===== config.mk =====
export PLATFORM = sky130hd
export DESIGN_NAME = line_maintenance
export DESIGN_NICKNAME = d
export VERILOG_FILES = /design/src/lm_pkg.sv /design/src/line_maintenance.sv
export VERILOG_INCLUDE_DIRS = /design/src
export SDC_FILE = /design/constraint.sdc
export NUM_CORES = 1
export LEC_CHECK = 0
export BUFFER_PORTS_ARGS = -buffer_cell sky130_fd_sc_hd__buf_4
export CAP_MARGIN = 20
export CORE_MARGIN = 3
export CORE_UTILIZATION = 57
export DETAILED_ROUTE_END_ITERATION = 10
export PLACE_DENSITY = 0.79
export SLEW_MARGIN = 30
export SYNTH_ARGS = -nofsm -noshare
export SYNTH_HDL_FRONTEND = slang
export SYNTH_SLANG_ARGS = --single-unit

===== constraint.sdc =====
create_clock -name clk_i -period 4.45 [get_ports clk_i]
set_clock_uncertainty 0.05 [all_clocks]
set_input_delay 0.89 -clock clk_i [delete_from_list [all_inputs] [get_ports clk_i]]
set_output_delay 0.89 -clock clk_i [all_outputs]
set_load 0.01 [all_outputs]

===== src/lm_cfg.svh =====
// Purpose: constants for the line maintenance pattern and loopback block
// Assumes: 32-bit classic Wishbone register access, one word per register
// Notes: every offset, control and status field position and detection count of the block lives here
//
// How it works
// - alarm detect runs only with recovery enabled
// - E1 criteria select: 0 first, 1 second
// - E1 first criteria: two blocks declare and clear
// - E1 second criteria: one good block clears
// - T1 8192-bit block, 9 zeros threshold
// - pattern timing from transmit or master clock
// - select 00, clock 0 gives normal data
// - select 01 sends continuous ones
// - select 00, clock 1 sends continuous zeros
// - select 10 sends pseudo-random sequence
// - 2^20-1 with zero limit T1, 2^15-1 E1
// - invert bit flips the pseudo-random sequence
// - sync: at most 6 errors per 64 bits
// - edge select: rising only or every change
// - interrupt only when flag and mask set
// - error select 00 counts pattern errors, 16 bits
// - analog loop feeds transmit to receive outputs
// - digital loop feeds transmit to receive outputs
// - patterns replace transmit data during loopback
// - pattern pins pick normal, ones, pseudo-random, loopback code
// - select 11 repeats the loopback code
`ifndef LM_CFG_SVH
`define LM_CFG_SVH

// register byte offsets
`define LM_ADDR_CTL_ZERO 8'h00
`define LM_ADDR_CTL_ONE 8'h04
`define LM_ADDR_ERR_SEL 8'h08
`define LM_ADDR_STATUS 8'h0C
`define LM_ADDR_EVENT 8'h10
`define LM_ADDR_EDGE 8'h14
`define LM_ADDR_MASK 8'h18
`define LM_ADDR_ERRCNT 8'h1C
`define LM_ADDR_CODE 8'h20

// control zero fields
`define LM_F_LOSS_CRIT 0
`define LM_F_PCLK_SEL 1
`define LM_F_PSEL_LO 2
`define LM_F_PSEL_HI 3
`define LM_F_INVERT 4
`define LM_F_T1_MODE 5
`define LM_F_CDR_EN 6
// control one fields
`define LM_F_ANALOG 0
`define LM_F_DIGITAL 1
// status zero fields
`define LM_F_ALARM 0
`define LM_F_SYNC 1

// reset values
`define LM_RST_CTL_ZERO 8'h40
`define LM_RST_CODE 10'h3_01

// alarm detection: last bit index of a 512 or 8192 bit block, so it fits 13 bits
`define LM_E1_BLOCK 13'h01FF
`define LM_T1_BLOCK 13'h1FFF
`define LM_E1_ZEROS 4'h3
`define LM_T1_ZEROS 4'h9

// pattern monitor
`define LM_WIN_BITS 6'h3F
`define LM_MAX_ERRS 7'h06
`define LM_ZLIM_BITS 14

// mode encodings
`define LM_SEL_NORMAL 2'h0
`define LM_SEL_ONES 2'h1
`define LM_SEL_PRBS 2'h2
`define LM_SEL_CODE 2'h3
`define LM_LOOP_ANALOG 2'h1
`define LM_LOOP_DIGITAL 2'h2
`define LM_ERR_PATTERN 2'h0

`endif


===== src/lm_pkg.sv =====
// Purpose: types shared by the line maintenance block
// Assumes: nothing beyond the constants header
// Notes: control bits travel as one packed struct
`default_nettype none
package lm_pkg;
   // decoded control picked from registers or hardware pins
   typedef struct packed {
      logic loss_criteria_select;
      logic pattern_clock_select;
      logic [1:0] pattern_select;
      logic pattern_invert;
      logic t1_mode;
      logic cdr_enable;
      logic analog_loop_enable;
      logic digital_loop_enable;
   } lm_ctrl_t;

   // pattern detector state
   typedef enum logic {
      DET_HUNT = 1'b0,
      DET_LOCK = 1'b1
   } det_state_t;
endpackage
`default_nettype wire


===== src/line_maintenance.sv =====
// Purpose: alarm detection, test patterns, pattern monitor and loopback routing
// Assumes: all inputs synchronous to clk_i; bit clocks are sampled levels
// Notes: line coding and the jitter attenuator sit outside this block
`include "lm_cfg.svh"
`default_nettype none
module line_maintenance
   import lm_pkg::*;
(
   // clock and reset
   input wire logic clk_i,
   input wire logic rst_i,
   // wishbone slave
   input wire logic cyc_i,
   input wire logic stb_i,
   input wire logic we_i,
   input wire logic [7:0] adr_i,
   input wire logic [3:0] sel_i,
   input wire logic [31:0] dat_i,
   output logic [31:0] dat_o,
   output logic ack_o,
   // hardware control pins
   input wire logic hw_mode_i,
   input wire logic [1:0] loop_select_pins_i,
   input wire logic [1:0] pattern_select_pins_i,
   // system transmit side
   input wire logic transmit_clock_i,
   input wire logic master_clock_i,
   input wire logic transmit_data_i,
   // line side
   input wire logic line_receive_clock_i,
   input wire logic line_receive_data_i,
   output logic line_transmit_clock_o,
   output logic line_transmit_pair_o,
   // system receive side
   output logic receive_clock_o,
   output logic [1:0] receive_dual_rail_data_o,
   // status
   output logic alarm_indication_status_o,
   output logic pattern_sync_status_o,
   output logic interrupt_o
);

   // software registers
   logic [7:0] ctl0_q; // control zero
   logic [1:0] ctl1_q; // loop enables
   logic [1:0] err_type_q; // error type select
   logic edge_select_q; // pattern_edge_select
   logic mask_q; // pattern_interrupt_mask
   logic event_flag_q; // pattern_event_flag
   logic [15:0] err_cnt_q; // pattern error counter
   logic [9:0] code_q; // loopback code [7:0], length-5 in [9:8]
   lm_ctrl_t ctrl; // effective control

   // bus decode helpers
   logic bus_req;
   logic wr_en;
   logic rd_en;
   assign bus_req = cyc_i & stb_i & ~ack_o;
   assign wr_en = bus_req & we_i;
   assign rd_en = bus_req & ~we_i;

   // byte lane merge used by the loopback code register
   function automatic logic [15:0] merge(input logic [15:0] old, input logic [31:0] d, input logic [3:0] s);
      merge = {s[1] ? d[15:8] : old[15:8], s[0] ? d[7:0] : old[7:0]};
   endfunction

   // hardware mode takes pattern and loop choice from pins, clock select 0
   always_comb begin
      ctrl.loss_criteria_select = ctl0_q[`LM_F_LOSS_CRIT];
      ctrl.pattern_clock_select = hw_mode_i ? 1'b0 : ctl0_q[`LM_F_PCLK_SEL];
      ctrl.pattern_select = hw_mode_i ? pattern_select_pins_i : ctl0_q[`LM_F_PSEL_HI:`LM_F_PSEL_LO];
      ctrl.pattern_invert = ctl0_q[`LM_F_INVERT];
      ctrl.t1_mode = ctl0_q[`LM_F_T1_MODE];
      ctrl.cdr_enable = ctl0_q[`LM_F_CDR_EN];
      // pins 01 and 10 are the controller's requests for each loop
      ctrl.analog_loop_enable = hw_mode_i ? (loop_select_pins_i == `LM_LOOP_ANALOG)
         : ctl1_q[`LM_F_ANALOG];
      ctrl.digital_loop_enable = hw_mode_i ? (loop_select_pins_i == `LM_LOOP_DIGITAL)
         : ctl1_q[`LM_F_DIGITAL];
   end

   // control register writes
   always_ff @(posedge clk_i) begin
      if (rst_i) begin
         ctl0_q <= `LM_RST_CTL_ZERO;
         ctl1_q <= 2'h0;
         err_type_q <= 2'h0;
         edge_select_q <= 1'b0;
         mask_q <= 1'b0;
         code_q <= `LM_RST_CODE;
      end else if (wr_en) begin
         case (adr_i)
            `LM_ADDR_CTL_ZERO: ctl0_q <= sel_i[0] ? dat_i[7:0] : ctl0_q;
            `LM_ADDR_CTL_ONE: ctl1_q <= sel_i[0] ? dat_i[1:0] : ctl1_q;
            `LM_ADDR_ERR_SEL: err_type_q <= sel_i[0] ? dat_i[1:0] : err_type_q;
            `LM_ADDR_EDGE: edge_select_q <= sel_i[0] ? dat_i[0] : edge_select_q;
            `LM_ADDR_MASK: mask_q <= sel_i[0] ? dat_i[0] : mask_q;
            `LM_ADDR_CODE: code_q <= 10'(merge({6'h00, code_q}, dat_i, sel_i));
            default: ; // other offsets are read only or unmapped; a write to the error counter offset clears it in its own block
         endcase
      end
   end

   // read mux and single-wait-state acknowledge; unmapped reads give zero
   always_ff @(posedge clk_i) begin
      if (rst_i) begin
         ack_o <= 1'b0;
         dat_o <= 32'h0000_0000;
      end else begin
         ack_o <= bus_req;
         if (rd_en) begin
            case (adr_i)
               `LM_ADDR_CTL_ZERO: dat_o <= {24'h00_0000, ctl0_q};
               `LM_ADDR_CTL_ONE: dat_o <= {30'h0000_0000, ctl1_q};
               `LM_ADDR_ERR_SEL: dat_o <= {30'h0000_0000, err_type_q};
               `LM_ADDR_STATUS: dat_o <= {30'h0000_0000, pattern_sync_status_o, alarm_indication_status_o};
               `LM_ADDR_EVENT: dat_o <= {31'h0000_0000, event_flag_q};
               `LM_ADDR_EDGE: dat_o <= {31'h0000_0000, edge_select_q};
               `LM_ADDR_MASK: dat_o <= {31'h0000_0000, mask_q};
               `LM_ADDR_ERRCNT: dat_o <= {16'h0000, err_cnt_q};
               `LM_ADDR_CODE: dat_o <= {22'h00_0000, code_q};
               default: dat_o <= 32'h0000_0000;
            endcase
         end
      end
   end

   // ---------------- transmit side ----------------
   logic tx_clk_q; // previous transmit clock level
   logic mclk_q; // previous master clock level
   logic tx_tick; // one cycle per transmit bit
   logic pclk_now; // selected bit clock level
   assign pclk_now = ctrl.pattern_clock_select ? master_clock_i : transmit_clock_i;
   assign tx_tick = ctrl.pattern_clock_select ? (master_clock_i & ~mclk_q) : (transmit_clock_i & ~tx_clk_q);

   // edge history of both bit clocks
   always_ff @(posedge clk_i) begin
      if (rst_i) begin
         tx_clk_q <= 1'b0;
         mclk_q <= 1'b0;
      end else begin
         tx_clk_q <= transmit_clock_i;
         mclk_q <= master_clock_i;
      end
   end

   // generator register; e1 uses the low 15 stages only
   logic [19:0] gen_q;
   logic gen_fb;
   logic gen_bit;
   assign gen_fb = ctrl.t1_mode ? (gen_q[19] ^ gen_q[16]) : (gen_q[14] ^ gen_q[13]);
   // zero limiting forces a one after too long a run of zero stages
   assign gen_bit = (ctrl.t1_mode && gen_q[`LM_ZLIM_BITS-1:0] == '0) ? 1'b1 : gen_fb;

   // generator advances once per bit, msb first, while the sequence is chosen
   always_ff @(posedge clk_i) begin
      if (rst_i) begin
         gen_q <= 20'hF_FFFF;
      end else if (tx_tick && ctrl.pattern_select == `LM_SEL_PRBS) begin
         gen_q <= {gen_q[18:0], gen_fb};
      end
   end

   // loopback code walks round its programmed length of 5 to 8 bits
   logic [2:0] code_pos_q;
   logic [2:0] code_last;
   assign code_last = 3'h4 + {1'b0, code_q[9:8]};
   always_ff @(posedge clk_i) begin
      if (rst_i) begin
         code_pos_q <= 3'h0;
      end else if (ctrl.pattern_select != `LM_SEL_CODE) begin
         code_pos_q <= 3'h0;
      end else if (tx_tick) begin
         code_pos_q <= (code_pos_q == code_last) ? 3'h0 : code_pos_q + 3'h1;
      end
   end

   // transmit content choice
   logic tx_bit;
   always_comb begin
      case (ctrl.pattern_select)
         `LM_SEL_NORMAL: tx_bit = ctrl.pattern_clock_select ? 1'b0 : transmit_data_i;
         `LM_SEL_ONES: tx_bit = 1'b1;
         `LM_SEL_PRBS: tx_bit = gen_bit ^ ctrl.pattern_invert;
         `LM_SEL_CODE: tx_bit = code_q[3'h7 - code_pos_q];
         default: tx_bit = transmit_data_i;
      endcase
   end

   // line outputs keep running during either loop
   always_ff @(posedge clk_i) begin
      if (rst_i) begin
         line_transmit_clock_o <= 1'b0;
         line_transmit_pair_o <= 1'b0;
      end else begin
         line_transmit_clock_o <= pclk_now;
         if (tx_tick) begin
            line_transmit_pair_o <= tx_bit;
         end
      end
   end

   // ---------------- receive side ----------------
   logic rclk_q; // previous line receive clock
   logic loop_on;
   logic rx_tick;
   logic rx_bit;
   assign loop_on = ctrl.analog_loop_enable | ctrl.digital_loop_enable;
   // in loopback the transmitted bit and its strobe feed the receive path
   assign rx_tick = loop_on ? tx_tick : (line_receive_clock_i & ~rclk_q);
   assign rx_bit = loop_on ? tx_bit : line_receive_data_i;

   // receive outputs; data sits on the positive rail, negative rail idle
   always_ff @(posedge clk_i) begin
      if (rst_i) begin
         rclk_q <= 1'b0;
         receive_clock_o <= 1'b0;
         receive_dual_rail_data_o <= 2'h0;
      end else begin
         rclk_q <= line_receive_clock_i;
         receive_clock_o <= loop_on ? pclk_now : line_receive_clock_i;
         if (rx_tick) begin
            receive_dual_rail_data_o <= {rx_bit, 1'b0};
         end
      end
   end

   // ---------------- alarm indication detect ----------------
   logic [12:0] blk_cnt_q; // bits seen in the current block
   logic [3:0] zero_cnt_q; // zeros seen, saturating at nine
   logic prev_low_q; // previous e1 block was short of zeros
   logic blk_end;
   logic blk_low;
   logic [12:0] blk_len;
   logic [3:0] zero_cnt_d;
   assign blk_len = ctrl.t1_mode ? `LM_T1_BLOCK : `LM_E1_BLOCK;
   assign blk_end = rx_tick && (blk_cnt_q == blk_len);
   assign zero_cnt_d = (!rx_bit && zero_cnt_q != `LM_T1_ZEROS) ? zero_cnt_q + 4'h1 : zero_cnt_q;
   assign blk_low = zero_cnt_d < (ctrl.t1_mode ? `LM_T1_ZEROS : `LM_E1_ZEROS);

   // block counting; idle and cleared while clock recovery is off
   always_ff @(posedge clk_i) begin
      if (rst_i || !ctrl.cdr_enable) begin
         blk_cnt_q <= 13'h0000;
         zero_cnt_q <= 4'h0;
         prev_low_q <= 1'b0;
      end else if (rx_tick) begin
         blk_cnt_q <= blk_end ? 13'h0000 : blk_cnt_q + 13'h1;
         zero_cnt_q <= blk_end ? 4'h0 : zero_cnt_d;
         prev_low_q <= blk_end ? blk_low : prev_low_q;
      end
   end

   // declare and clear decisions at each block boundary
   always_ff @(posedge clk_i) begin
      if (rst_i || !ctrl.cdr_enable) begin
         alarm_indication_status_o <= 1'b0;
      end else if (blk_end) begin
         if (ctrl.t1_mode) begin
            alarm_indication_status_o <= blk_low;
         end else if (blk_low && prev_low_q) begin
            alarm_indication_status_o <= 1'b1;
         end else if (!blk_low && (ctrl.loss_criteria_select || !prev_low_q)) begin
            alarm_indication_status_o <= 1'b0;
         end
      end
   end

   // ---------------- pattern monitor ----------------
   det_state_t det_q;
   logic [19:0] ref_q; // reference sequence register
   logic ref_fb;
   logic rx_plain; // received bit with inversion removed
   logic rx_err;
   logic [5:0] win_cnt_q; // position in the 64-bit window
   logic [6:0] win_err_q; // errors in the window so far
   logic [6:0] win_err_d;
   assign ref_fb = ctrl.t1_mode ? (ref_q[19] ^ ref_q[16]) : (ref_q[14] ^ ref_q[13]);
   assign rx_plain = rx_bit ^ ctrl.pattern_invert;
   // a forced one from zero limiting is expected, not an error
   assign rx_err = rx_plain != ((ctrl.t1_mode && ref_q[`LM_ZLIM_BITS-1:0] == '0) ? 1'b1 : ref_fb);
   assign win_err_d = win_err_q + {6'h00, rx_err};

   // hunting seeds the reference from the line; locked it runs free
   always_ff @(posedge clk_i) begin
      if (rst_i) begin
         ref_q <= 20'h0_0000;
      end else if (rx_tick) begin
         ref_q <= {ref_q[18:0], (det_q == DET_LOCK) ? ref_fb : rx_plain};
      end
   end

   // hopping windows: the verdict is taken once per 64 bits
   always_ff @(posedge clk_i) begin
      if (rst_i) begin
         det_q <= DET_HUNT;
         win_cnt_q <= 6'h00;
         win_err_q <= 7'h00;
      end else if (rx_tick) begin
         win_cnt_q <= win_cnt_q + 6'h01;
         win_err_q <= (win_cnt_q == `LM_WIN_BITS) ? 7'h00 : win_err_d;
         if (win_cnt_q == `LM_WIN_BITS) begin
            case (det_q)
               DET_HUNT: det_q <= (win_err_d <= `LM_MAX_ERRS) ? DET_LOCK : DET_HUNT;
               DET_LOCK: det_q <= (win_err_d > `LM_MAX_ERRS) ? DET_HUNT : DET_LOCK;
               default: det_q <= DET_HUNT;
            endcase
         end
      end
   end

   // sync status output and its previous value for edge capture
   logic sync_q;
   always_ff @(posedge clk_i) begin
      if (rst_i) begin
         pattern_sync_status_o <= 1'b0;
         sync_q <= 1'b0;
      end else begin
         pattern_sync_status_o <= (det_q == DET_LOCK);
         sync_q <= pattern_sync_status_o;
      end
   end

   // event flag: capture beats the clear-on-read in the same cycle
   logic sync_event;
   assign sync_event = edge_select_q ? (pattern_sync_status_o != sync_q) : (pattern_sync_status_o & ~sync_q);
   always_ff @(posedge clk_i) begin
      if (rst_i) begin
         event_flag_q <= 1'b0;
      end else if (sync_event) begin
         event_flag_q <= 1'b1;
      end else if (rd_en && adr_i == `LM_ADDR_EVENT) begin
         event_flag_q <= 1'b0;
      end
   end

   // interrupt pin follows flag and mask one cycle later
   always_ff @(posedge clk_i) begin
      if (rst_i) begin
         interrupt_o <= 1'b0;
      end else begin
         interrupt_o <= event_flag_q & mask_q;
      end
   end

   // error counter: locked mismatches, saturating; a write clears it
   always_ff @(posedge clk_i) begin
      if (rst_i) begin
         err_cnt_q <= 16'h0000;
      end else if (rx_tick && det_q == DET_LOCK && rx_err && err_type_q == `LM_ERR_PATTERN) begin
         err_cnt_q <= (err_cnt_q == 16'hFFFF) ? err_cnt_q : err_cnt_q + 16'h0001;
      end else if (wr_en && adr_i == `LM_ADDR_ERRCNT) begin
         err_cnt_q <= 16'h0000;
      end
   end

endmodule
`default_nettype wire


==> run_results.csv <==
group,metric,value,unit
outcome,status,"complete, no violations",
clock_tree,cts_resized,0,
global_routing,grt_use_total,0.256,
drt,via_count,6478,
logic_synthesis,synth.avg_cell_area,8.11,um2
sta,max_slew.worst_pin.slew,912,ps
drt,drt_pass1_iterations,5,
final_layout,fin_area,8000,um2
global_routing,gr-total-overflow,0,
clock_tree,cts_buffers,17,
setup_path,crit_required,4720,ps
global_routing,grt_pass1_wl,28200,um
final_layout,drive_gt1_frac,0.125,
clock_tree,clock_path_buffers,2,
global_routing,antenna_found_initial,0,
logic_synthesis,synth_ff_type,"dfxtp_1",
final_layout,final_util,0.683,
floorplanning,ioPinCount,100,
setup_path,cp_max_fo,12,
setup_path,startpoint_type,"flip-flop",
clock_tree,postCtsSetupRepairBufs,0,
sta,whs,408,ps
floorplanning,die_y,117,um
clock_tree,cts_sinks,144,
floorplanning,dieArea,13600,um2
clock_tree,path_clk_slew,60,ps
drt,ant_nets,0,
setup_path,end_kind,"flip-flop",
floorplanning,start_util,0.597,
setup_path,critPathArrivalTime,4240,ps
placed_design,dpl-instance-area,7440,um2
floorplanning,rows,39,
clock_tree,htreeDepth,4,
logic_synthesis,synth_edf_count,0,
placed_design,port_buffers,58,
sta,maxSlewHeadroom,0.392,
power,vdd_drop_max,0.339,mV
drt,drtIter0Drc,579,
logic_synthesis,netlist.area_leader.share,0.412,
placed_design,place_congestion,0.885,
global_routing,grt_max_degree,87,
clock_tree,cts_tree,"built",
logic_synthesis,syn_area,6990,um2
sta,slew_viol_final,0,
clock_tree,insertion_delay,420,ps
floorplanning,die_w,117,um
logic_synthesis,yosysMostFrequentCell,"dfxtp_1",
drt,drc,0,
drt,wl,17200,um
logic_synthesis,synth.area.top_cells,"dfxtp_1 41%, nand2_1 7.6%, a21oi_1 5.8%",
final_layout,antennaDiodeCount,0,
global_routing,grt_pass1_vias,6107,
final_layout,fin_nets,974,
logic_synthesis,yosysWarnings,0,
hold_path,worstHoldPathType,"flip-flop to flip-flop",
drt,wl_per_cell,16.2,um
sta,fmax,251,MHz
clock_tree,clock-root-buffer,"clkbuf_16",
setup_path,critPathKind,"flip-flop to flip-flop",
power,p_leak,2.94,nW
sta,rsz0062_at_grt,"false",
sta,min_period,3980,ps
logic_synthesis,yosysUniqueCellTypes,68,
sta,finalHoldViolations,0,
sta,finalWorstSetupSlack,472,ps
logic_synthesis,synth-seq-cells,144,
floorplanning,core,11700,um2
placed_design,hpwlAfterDp,11700,um
clock_tree,postCtsHoldBufs,0,
run,max_cap_viol_count,0,
sta,finalCritPeriodShare,0.894,
logic_synthesis,async_flop_share,0,
drt,via_per_inst,6.11,
power,p_per_area,355,nW/um2
final_layout,synthToLayoutAreaGrowth,14.5,%
sta,setup_viol,0,
sta,setup_tns,0,ps
placed_design,place_ws,343,ps
logic_synthesis,synth_area_leader_cell,"dfxtp_1",
logic_synthesis,synthCells,862,
logic_synthesis,seq_area_frac_synth,0.412,
logic_synthesis,ys_top_cells_by_count,"144 x dfxtp_1, 141 x nand2_1, 82 x nor2_1",
power by group:
group	internal [mW]	switching (mW)	total, mW
Sequential	1.31	0.0140	1.32
Clock	0.785	0.542	1.33
Combinational	0.0741	0.122	0.196
Total	2.17	0.677	2.84
critical path, cell delays in order, from the launching register on:
cell      delay, ps
dfxtp_1         450
mux4_1          600
mux2i_1         230
a221o_2         260
a31oi_4         180
nor3_1          370
nor2_1           80
a21oi_1         130
ha_1            280
nand2b_1        100
or4_1           110
o211ai_1        100
a211o_1         270
or3_1           380
a221oi_1        280
cells by family (layout without fill, tap and decap cells):
group / Yosys count / in the layout / synth area share
other cells: 1 / 17 / 0.000537
xor+xnor: 24 / 24 / 0.0301
flops: 144 / 144 / 0.412
mux: 22 / 22 / 0.0383
buf+inv: 75 / 114 / 0.0526
simple gates: 406 / 406 / 0.286
compound gates: 179 / 179 / 0.160
fa+ha+maj: 11 / 11 / 0.0197
layout make-up:
class	count	area, um2
clock buffers	24	502
clock inverters	8	55.1
fillers	943	3710
inverters	14	52.6
multi-input cells	659	3820
flip-flops and latches	144	2880
well taps	143	179
repair buffers	68	510
per-layer routing:
| layer | global-route usage | routed length, um | vias up |
|---|---|---|---|
| li1 | - | - | 3106 |
| met4 | 0.0963 | 285 | 0 |
| met5 | 0 | 0 | - |
| met3 | 0.0596 | 1090 | 26 |
| met2 | 0.430 | 8560 | 245 |
| met1 | 0.322 | 7280 | 3101 |
metrics by stage:
step	cells	total power, mW
floorplan	878	1.49
global placement	1028	1.53
detailed placement	1028	1.54
CTS	1060	2.85
global route	1060	2.94
finish	1060	2.84
cell usage in the layout, fill, tap and decap left out, drive strengths merged, types with 6 or more instances in the layout:
cell and instances:
nand3 45, clkbuf 24, nand2b 13, or4 7, a22oi 9, and3 10
buf 68, nand3b 23, inv 13, nor3 17, or3 14, nor2b 12
a21oi 81, nor2 83, o211ai 11, xor2 20, ha 11, nand2 141
a211o 6, a222oi 8, clkinv 6, a31oi 6, o21ai 32, nand4 15
nor4 6, conb 17, dfxtp 144, mux2i 17
flip-flops by register name, indices dropped and copies added, names as in the netlist, 2 cells and up:
signal and count:
ctl1_q 2, ref_q 20, code_pos_q 3, blk_cnt_q 13, ctl0_q 8, err_type_q 2, win_cnt_q 6, gen_q 20
err_cnt_q 16, zero_cnt_q 4, win_err_q 7, code_q 10, dat_o 16
path summary, 6_finish.rpt:
check                                                 from                                     end  slack, ps  depth (start not counted)
worst max-delay path            code_pos_q[1]$_SDFFE_PP0P_  alarm_indication_status_o$_SDFFE_PP0P_        470                         14
worst min-delay path                ref_q[15]$_SDFFE_PP0P_                  ref_q[16]$_SDFFE_PP0P_        410                          2
worst max register to register  code_pos_q[1]$_SDFFE_PP0P_  alarm_indication_status_o$_SDFFE_PP0P_        470                         14
worst min register to register      ref_q[15]$_SDFFE_PP0P_                  ref_q[16]$_SDFFE_PP0P_        410                          2
(Power assumes the default switching activity.)
